<file path="src/hdl/ombe_pkg.sv">
package ombe_pkg;
   // operation codes presented by the core's decoder
   localparam logic [3:0] OP_NONE      = 4'h0;
   localparam logic [3:0] OP_OR_FILE   = 4'h1;
   localparam logic [3:0] OP_OR_IMM    = 4'h2;
   localparam logic [3:0] OP_RD_PAGE   = 4'h3;
   localparam logic [3:0] OP_WR_PAGE   = 4'h4;
   localparam logic [3:0] OP_FAR_CALL  = 4'h5;
   localparam logic [3:0] OP_FAR_JUMP  = 4'h6;
   localparam logic [3:0] OP_LOAD_IMM  = 4'h7;
   // widths and ranges
   localparam int DATA_W     = 8;
   localparam int FILE_AW    = 7;
   localparam int PAGE_AW    = 4;
   localparam int PC_W       = 11;
   localparam int STACK_AW   = 3;
   localparam logic [3:0] PAGE_LO = 4'h5;
   localparam logic [3:0] PAGE_HI = 4'hf;
   // reset values
   localparam logic [7:0]  WORK_RST  = 8'h00;
   localparam logic [10:0] PC_RST    = 11'h000;
   localparam logic [2:0]  SP_RST    = 3'h1;
   localparam logic [7:0]  PAGE_RST  = 8'h00;
   // cycle counts
   localparam logic [1:0] CYC_ONE = 2'h1;
   localparam logic [1:0] CYC_TWO = 2'h2;
   typedef enum logic [1:0] {
      OMBE_IDLE = 2'b00,
      OMBE_BUSY = 2'b01
   } ombe_state_t;
endpackage

</file>
<file path="src/hdl/ombe_stack_mem.sv">
`timescale 1ns/1ps
// return address store, registered read
module ombe_stack_mem
   import ombe_pkg::*;
#(
   parameter int AW = STACK_AW,
   parameter int DW = PC_W
) (
   input  wire logic          clock_i,
   input  wire logic          we_i,
   input  wire logic [AW-1:0] waddr_i,
   input  wire logic [DW-1:0] wdata_i,
   input  wire logic [AW-1:0] raddr_i,
   output logic      [DW-1:0] rdata_o
);
   logic [DW-1:0] mem [0:(1<<AW)-1];

   // no reset on storage; contents only meaningful once pushed
   always_ff @(posedge clock_i) begin
      if (we_i) begin
         mem[waddr_i] <= wdata_i;
      end
      rdata_o <= mem[raddr_i];
   end
endmodule

</file>
<file path="src/hdl/ombe_core.sv">
`timescale 1ns/1ps
// Summary of operation
// - or working with file, dest bit selects target
// - or immediate into working, one cycle
// - copy page register 5..15 to working
// - load page register 5..15 from working
// - far call pushes next address, loads pc
// - push at current level, then pointer increments
// - far jump loads 11-bit pc, two cycles
// - load immediate into working, flags unchanged
module ombe_core
   import ombe_pkg::*;
(
   input  wire logic               clock_i,
   input  wire logic               arst_n_i,
   input  wire logic               valid_i,
   input  wire logic [3:0]         op_i,
   input  wire logic [7:0]         imm_i,
   input  wire logic [PC_W-1:0]    target_i,
   input  wire logic [FILE_AW-1:0] file_addr_i,
   input  wire logic               dest_i,
   input  wire logic [PAGE_AW-1:0] page_idx_i,
   input  wire logic [7:0]         file_rdata_i,
   output logic                    ready_o,
   output logic                    done_o,
   output logic [7:0]              working_o,
   output logic                    zero_o,
   output logic [PC_W-1:0]         pc_o,
   output logic [STACK_AW-1:0]     sp_o,
   output logic                    file_we_o,
   output logic [FILE_AW-1:0]      file_waddr_o,
   output logic [7:0]              file_wdata_o,
   output logic [7:0]              page_rdata_o,
   output logic [PC_W-1:0]         stack_top_o
);
   // branch state, page file and shared decode
   ombe_state_t           state_r;
   logic [7:0]            page_r [PAGE_LO:PAGE_HI];
   logic [PC_W-1:0]       tgt_r;
   logic                  push_we;
   logic [PC_W-1:0]       ret_addr;
   logic [7:0]            or_res;
   logic                  accept;
   logic                  page_ok;
   logic                  take_far;
   logic                  take_or;
   logic                  take_single;
   logic [STACK_AW-1:0]   top_addr;

   // or result shared by both or forms
   function automatic logic [7:0] or_val(input logic [7:0] a, input logic [7:0] b);
      or_val = a | b;
   endfunction

   // index window of the second page; anything else is refused
   function automatic logic in_page(input logic [PAGE_AW-1:0] idx);
      in_page = (idx >= PAGE_LO) && (idx <= PAGE_HI);
   endfunction

   // two-cycle branch forms; they steal the following cycle
   function automatic logic is_far(input logic [3:0] op);
      is_far = (op == OP_FAR_CALL) || (op == OP_FAR_JUMP);
   endfunction

   // the only forms that touch the zero flag
   function automatic logic is_or(input logic [3:0] op);
      is_or = (op == OP_OR_FILE) || (op == OP_OR_IMM);
   endfunction

   // one-cycle forms that report completion; the idle code does not
   function automatic logic is_single(input logic [3:0] op);
      is_single = !is_far(op) && (op != OP_NONE);
   endfunction

   // take decode, shared by every register below
   assign accept      = valid_i && (state_r == OMBE_IDLE);
   assign take_far    = accept && is_far(op_i);
   assign take_or     = accept && is_or(op_i);
   assign take_single = accept && is_single(op_i);
   assign page_ok     = in_page(page_idx_i);
   assign or_res      = or_val(working_o, (op_i == OP_OR_FILE) ? file_rdata_i : imm_i);
   assign ret_addr    = PC_W'(pc_o + 1'b1);
   assign push_we     = accept && (op_i == OP_FAR_CALL);
   // last pushed entry sits one below the pointer
   assign top_addr    = STACK_AW'(sp_o - 1'b1);

   // two-cycle branches hold the second cycle here
   always_ff @(posedge clock_i or negedge arst_n_i) begin
      if (!arst_n_i) begin
         state_r <= OMBE_IDLE;
         tgt_r   <= PC_RST;
      end else begin
         case (state_r)
            OMBE_IDLE: begin
               if (take_far) begin
                  state_r <= OMBE_BUSY;
                  tgt_r   <= target_i;
               end
            end
            OMBE_BUSY: state_r <= OMBE_IDLE;
            default:   state_r <= OMBE_IDLE;
         endcase
      end
   end

   // ready drops for the second branch cycle; a request then is ignored
   always_ff @(posedge clock_i or negedge arst_n_i) begin
      if (!arst_n_i) begin
         ready_o <= 1'b1;
      end else begin
         ready_o <= !take_far;
      end
   end

   // done pulses once per instruction, at its last edge
   always_ff @(posedge clock_i or negedge arst_n_i) begin
      if (!arst_n_i) begin
         done_o <= 1'b0;
      end else begin
         done_o <= take_single || (state_r == OMBE_BUSY);
      end
   end

   // working register
   always_ff @(posedge clock_i or negedge arst_n_i) begin
      if (!arst_n_i) begin
         working_o <= WORK_RST;
      end else if (accept) begin
         case (op_i)
            OP_OR_FILE:  if (!dest_i) working_o <= or_res;
            OP_OR_IMM:   working_o <= or_res;
            OP_RD_PAGE:  if (page_ok) working_o <= page_r[page_idx_i];
            OP_LOAD_IMM: working_o <= imm_i;
            default:     working_o <= working_o;
         endcase
      end
   end

   // zero flag: only the or forms touch it
   // dest bit does not matter here, both or forms report
   always_ff @(posedge clock_i or negedge arst_n_i) begin
      if (!arst_n_i) begin
         zero_o <= 1'b0;
      end else if (take_or) begin
         zero_o <= (or_res == 8'h00);
      end
   end

   // file write-back when dest bit is one
   // address and data load on every accepted or-file, for either dest bit; only the strobe needs dest one
   always_ff @(posedge clock_i or negedge arst_n_i) begin
      if (!arst_n_i) begin
         file_we_o    <= 1'b0;
         file_waddr_o <= 7'h00;
         file_wdata_o <= 8'h00;
      end else begin
         file_we_o <= accept && (op_i == OP_OR_FILE) && dest_i;
         if (accept && (op_i == OP_OR_FILE)) begin
            file_waddr_o <= file_addr_i;
            file_wdata_o <= or_res;
         end
      end
   end

   // second-page registers; indices outside 5..15 are ignored
   // the working register is sampled as it stood before this edge
   always_ff @(posedge clock_i or negedge arst_n_i) begin
      if (!arst_n_i) begin
         for (int i = PAGE_LO; i <= PAGE_HI; i++) begin
            page_r[i] <= PAGE_RST;
         end
      end else if (accept && (op_i == OP_WR_PAGE) && page_ok) begin
         page_r[page_idx_i] <= working_o;
      end
   end

   // page read port mirrors the addressed entry
   always_ff @(posedge clock_i or negedge arst_n_i) begin
      if (!arst_n_i) begin
         page_rdata_o <= PAGE_RST;
      end else begin
         page_rdata_o <= page_ok ? page_r[page_idx_i] : 8'h00;
      end
   end

   // program counter: target lands at end of second cycle
   // far forms first step to the return address, then to the target
   // the idle code leaves it alone so a stalled decoder does not run on
   always_ff @(posedge clock_i or negedge arst_n_i) begin
      if (!arst_n_i) begin
         pc_o <= PC_RST;
      end else if (state_r == OMBE_BUSY) begin
         pc_o <= tgt_r;
      end else if (accept && op_i != OP_NONE) begin
         pc_o <= ret_addr;
      end
   end

   // stack pointer; wraps silently, depth limits are the core's concern
   // pointer moves only on a call; a jump leaves the stack alone
   always_ff @(posedge clock_i or negedge arst_n_i) begin
      if (!arst_n_i) begin
         sp_o <= SP_RST;
      end else if (push_we) begin
         sp_o <= STACK_AW'(sp_o + 1'b1);
      end
   end

   // return address written at the current level before advancing
   // read port trails the pointer so stack_top_o shows the newest entry
   ombe_stack_mem #(
      .AW (STACK_AW),
      .DW (PC_W)
   ) u_stack (
      .clock_i (clock_i),
      .we_i    (push_we),
      .waddr_i (sp_o),
      .wdata_i (ret_addr),
      .raddr_i (top_addr),
      .rdata_o (stack_top_o)
   );
endmodule

</file>
<file path="config.mk">
export PLATFORM = sky130hd
export DESIGN_NAME = ombe_core
export DESIGN_NICKNAME = d
export VERILOG_FILES = /design/src/hdl/ombe_pkg.sv /design/src/hdl/ombe_stack_mem.sv /design/src/hdl/ombe_core.sv
export SDC_FILE = /design/constraint.sdc
export NUM_CORES = 1
export LEC_CHECK = 0
export ABC_AREA = 1
export BUFFER_PORTS_ARGS = -buffer_cell sky130_fd_sc_hd__buf_4
export CAP_MARGIN = 40
export CELL_PAD_IN_SITES_DETAIL_PLACEMENT = 1
export CELL_PAD_IN_SITES_GLOBAL_PLACEMENT = 2
export CORE_MARGIN = 1
export CORE_UTILIZATION = 40
export DETAILED_ROUTE_END_ITERATION = 8
export GPL_ROUTABILITY_DRIVEN = 1
export PLACE_DENSITY_LB_ADDON = 0.1
export SYNTH_ARGS = -nofsm -noshare
export SYNTH_HDL_FRONTEND = slang
export SYNTH_SLANG_ARGS = --single-unit
</file>
<file path="constraint.sdc">
create_clock -name clock_i -period 5.2 [get_ports clock_i]
set_input_delay 1.04 -clock clock_i [delete_from_list [all_inputs] [get_ports clock_i]]
set_output_delay 1.04 -clock clock_i [all_outputs]
set_load 0.01 [all_outputs]
</file>
# == Word-level counts from Yosys, hierarchy flattened ==
# Memories as Yosys holds them, arrays and structs flattened. A register that Yosys moved wholly into a read port is not among the register bits.
# Index checks and enable logic that the tools add are counted.
# word_totals
reg_bits,150
ram_bits,88
output_inout_bits,60
wordCells,86
memories,1
# classes
add_sub_neg,3
n_lt_le_gt_ge,4
n_eq_ne,11
mux,17
n_bitwise,2
n_reduce_logical,25
# memory_table
name,depth,word_bits,read_ports,rd_ports_with_merged_regs,write_ports,line,source
u_stack.mem,8,11,1,1,1,ombe_stack_mem.sv:16,logic [DW-1:0] mem [0:(1<<AW)-1];
# op_table
operator,count
88-bit bitwise mux,1
8-bit 2-to-1 mux,7
8-bit binary-select mux with 4-bit select,1
8-bit demux with 4-bit select,1
8-bit one-hot mux with 4 select lines,1
11-bit 2-to-1 mux,2
"4-bit by 3-bit equality test with 1-bit output, second input constant",4
1-bit logical AND,13
"11-bit by 1-bit adder with 11-bit output, second input constant",1
"4-bit by 2-bit equality test with 1-bit output, second input constant",2
8-bit zero test,1
8-bit OR,1
4-bit nonzero test,2
"2-bit != test, second input constant",3
"5-bit greater-or-equal comparator, second input constant",1
"5-bit by 1-bit less-than comparator with 1-bit output, second input constant",1
4-bit inverter with 5-bit output,1
"4-bit by 1-bit equality test with 1-bit output, second input constant",1
"4-bit by 3-bit greater-or-equal comparator with 1-bit output, second input constant",1
"4-bit <= comparator, second input constant",1
2-bit 2-to-1 mux,2
4-bit AND reduction,1
"3-bit by 1-bit adder with 3-bit output, second input constant",1
1-bit logical OR,3
7 further kinds,9

# == Longest topological paths before layout ==
# logic_depth
word_depth,6
mapped_depth,12

# == Cells and area by module ==
# A second synthesis with hierarchy kept.
# hier_totals
cells_unflattened,1326
area_unflattened_um2,11672.4
# by_module_without_submodules
mod,instances,cells_per_inst,area_per_inst_um2,seq_area_each_um2
ombe_core,1,917,7533.5,3731.1
ombe_stack_mem,1,409,4139.0,2862.7

# == Worst setup path after synthesis ==
# No wires, ideal clock.
# synth_path
kind,input port to flip-flop
from,input port valid_i
to,memory u_stack.mem[0][0] (netlist bit) (enable)
arrival_time_ns,2.458
required_ns,4.807
path_slack_ns,2.349
stages,6
path_cell_list,inv_1 -> nor2_4 -> nand2_2 -> nor2_1 -> nand2_1 -> nor3_1
# synth_via
elab_chain_cells,4
# synth_lines
element,line,source
from (decl),ombe_core.sv:16,"input wire logic valid_i,"
1-bit logical AND,ombe_core.sv:76,assign accept = valid_i && (state_r == OMBE_IDLE);
1-bit logical AND,ombe_core.sv:83,assign push_we = accept && (op_i == OP_FAR_CALL);
1-bit 2-to-1 mux,ombe_stack_mem.sv:20,if (we_i) begin
1-bit 2-to-1 mux (implied by the code),ombe_stack_mem.sv:21,mem[waddr_i] <= wdata_i;
to (decl),ombe_stack_mem.sv:16,
# No other way between the ends.

# == Worst setup path in the final report ==
# layout_path
from,register sp_o[0]
to,output port sp_o[0]
# layout_lines
element,line,source
from (decl),ombe_core.sv:29,"output logic [STACK_AW-1:0] sp_o,"
from (signal assigned),ombe_core.sv:205,sp_o <= STACK_AW'(sp_o + 1'b1);
# No word-level cell between the ends.

==> flow_summary.json <==
{
  "run_status": "finished clean",
  "postCtsSetupBuffers": 0,
  "cp_data_required_time_ns": 4.16,
  "synth_cells": 1182,
  "critical_path.most_common_cell": "buf_4",
  "critical_path.slowest_cell": "dfstp_2",
  "post_synth_num_cell_types": 36,
  "r2r_start": "sp_o[0]",
  "std_cell_rows": 59,
  "worstSetupEndpointType": "output pin",
  "finalSetupTns_ns": 0,
  "cts.root.buffer_cell": "clkbuf_16",
  "yosys_warnings": 0,
  "rrSetupSlack_ns": 2.54,
  "dominantRegCellSynth": "dfrtp_1",
  "cts_inserted_buffers": 28,
  "crit_chain": "buf_4 -> buf_4",
  "buffer_ports.inserted": 105,
  "finalCritPeriodShare_pct": 53.5,
  "timing_worst_slew_pin_value_ns": 0.857,
  "final_antenna_net_count": 0,
  "max_slew_margin_pct": 42.9,
  "postCtsResizedCells": 0,
  "critPathMaxFanout": 48,
  "fin_skew_ns": 0.0109,
  "antenna_cells": 0,
  "max_stage_delay_ns": 0.54,
  "detail_route.iter0.violations": 504,
  "syn_nets": 1231,
  "finish.cell_count_without_fillers": 1632,
  "placeableCoreArea_um2": 26400,
  "grt_overflow_total": 0,
  "routed_wire_length_per_instance_um": 18.4,
  "synth-edff-count": 88,
  "cellPowerDensity_nw_per_um2": 440,
  "hold_path_class": "register to register",
  "die_width_um": 167,
  "irDropWorstVdd_uv": 247,
  "reg2regPathDepth": 8,
  "yosysMostFrequentCell": "nand2_1",
  "p_leak_uw": 0.00595,
  "path_class": "register to output pin",
  "drt-total-wl_um": 30100,
  "setup_repair_after_global_routing_missed_its_margin": "no",
  "post-dp-hpwl_um": 20100,
  "design.final.nets": 1326,
  "synth_seq_area_share_pct": 60.6,
  "clock_latency_of_the_later_clocked_register_in_the_worst_skew_pair_ns": 0.54,
  "synth_top_cells_by_count": "nand2_1, dfrtp_1, nor2_1",
  "final_core_util_pct": 48.6,
  "layout-drive-gt1-share_pct": 15.7,
  "number_of_antenna_violations_at_the_first_check_in_global_routing": 0,
  "grt.total_usage_pct": 22.4,
  "cts_num_sinks": 248,
  "count_of_maximum_capacitance_violations": 0,
  "floorplan.initialDensity_pct": 41.3,
  "drc_errors": 0,
  "die_area_um2": 27800,
  "clkSlewWorstSetupHoldPaths_ns": 0.06,
  "io-pin-count": 106,
  "mapped_area_um2": 10900,
  "dp_worst_setup_slack_ns": 2.19,
  "grt_first_pass_wirelength_um": 49100,
  "post-route-worst-setup-slack_ns": 2.42,
  "tritoncts": "built",
  "maximum_number_of_pins_on_one_net_before_global_route_repair": 88,
  "slew_violations": 0,
  "r2r_path_end": "u_stack.rdata_o[10]",
  "critical_path.startpoint": "sp_o[0]",
  "detail_route.vias_per_cell": 5.12,
  "placed_cells": 1582,
  "worst-endpoint-arrival_ns": 1.74,
  "synth_area_leader_cell": "dfrtp_1",
  "cts.hold.buffers_added": 0,
  "hold-path-cell-count": 2,
  "area_growth_pct": 17.9,
  "start_kind": "register",
  "yosys.area.top_type_share_pct": 33.8,
  "synthTopCellsByArea": "dfrtp_1, edfxtp_1, nand2_1, nor2_1, o21ai_1",
  "htree_levels": 1,
  "final.min_clock_period_ns": 2.78,
  "finalSetupViolations": 0,
  "min_from": "file_waddr_o[6]",
  "synth.ff_latch_count": 248,
  "grt_pass1_vias": 8599,
  "cts_max_path_buffers": 3,
  "min_delay_worst_endpoint": "file_waddr_o[6]",
  "dr_total_vias": 8348,
  "hold_viol_final": 0,
  "async_flop_share_pct": 60.1,
  "fmaxAchievable_mhz": 359,
  "dieHeight_um": 167,
  "detail_route.first_pass.iterations": 5,
  "routabilityCongestion": 0.779,
  "syn_area_per_cell_um2": 9.20
}
state kept, by name, indices dropped and copies added (netlist names):
name             cells
page_r              88
u_stack.mem         88
pc_o                11
tgt_r               11
u_stack.rdata_o     11
file_wdata_o         8
page_rdata_o         8
working_o            8
file_waddr_o         7
sp_o                 3
done_o               1
file_we_o            1
ready_o              1
state_r              1
zero_o               1
metal layers:
metal  up-vias  part of all wire, %  track usage, %
met5         -                    0               0
met4         0                  2.0            5.15
met3        40                  4.7            3.40
met2       153                   45            35.2
met1      4094                   48            32.7
li1       4061                    -               -
per-stage QoR:
| step | total power (µW) | hold slack [ns] | cell area [µm²] |
|---|---|---|---|
| finish | 5640 | 0.471 | 12800 |
| global route | 5940 | 0.490 | 12800 |
| CTS | 5720 | 0.475 | 12800 |
| detailed placement | 3800 | 0.461 | 11900 |
| global placement | 3750 | 0.455 | 11900 |
| floorplan | 3180 | 0.442 | 10900 |
kinds of logic after synthesis:
family          synth area share (%)
fa+ha+maj                      0.345
compound gates                  9.29
buf+inv                         4.95
xor+xnor                       0.886
flops                           60.6
simple gates                    23.9
placed cells by master (no fill, tap or decap), types with 8 or more instances in the layout:
master	netlist	routed
a21oi_1	8	8
inv_1	54	54
nand3_1	56	56
o21ai_0	51	51
dfrtp_1	147	147
buf_4	4	122
xor2_1	9	9
clkbuf_1	31	9
o21ai_1	74	74
nand2_1	434	434
clkbuf_16	0	28
nor3_1	8	8
edfxtp_1	88	88
nor2_1	102	102
o32ai_1	22	22
dfxtp_1	11	11
power breakdown:
group	internal (µW)	leakage (µW)	switching, µW
sequential	2310	0.00287	152
clock	1130	0.000433	768
combinational	455	0.00265	827
worst max-delay path by stage:
stage	end	slack, ns	cells after the start
2_1_floorplan	u_stack.mem[0][0]	2.35	6
6_report	sp_o[0]	2.42	2
5_1_grt	u_stack.rdata_o[10]	2.29	8
4_1_cts	sp_o[0]	2.39	2
3_3_place_gp	tgt_r[2]	2.21	9
3_5_place_dp	working_o[0]	2.19	9
layout make-up:
class,instances,area (µm²)
multi-input cells,814,3740
repair buffers,125,953
fillers,3032,13500
clock buffers,40,776
well taps,335,419
inverters,60,228
clock inverters,10,108
flip-flops and latches,248,6590
worst max-delay path, delay by kind of cell (launching register included):
family / cells / cell delay, ns
flops: 1 / 0.54
buf+inv: 2 / 0.65
Note: power is estimated with default switching activity, not from simulation.
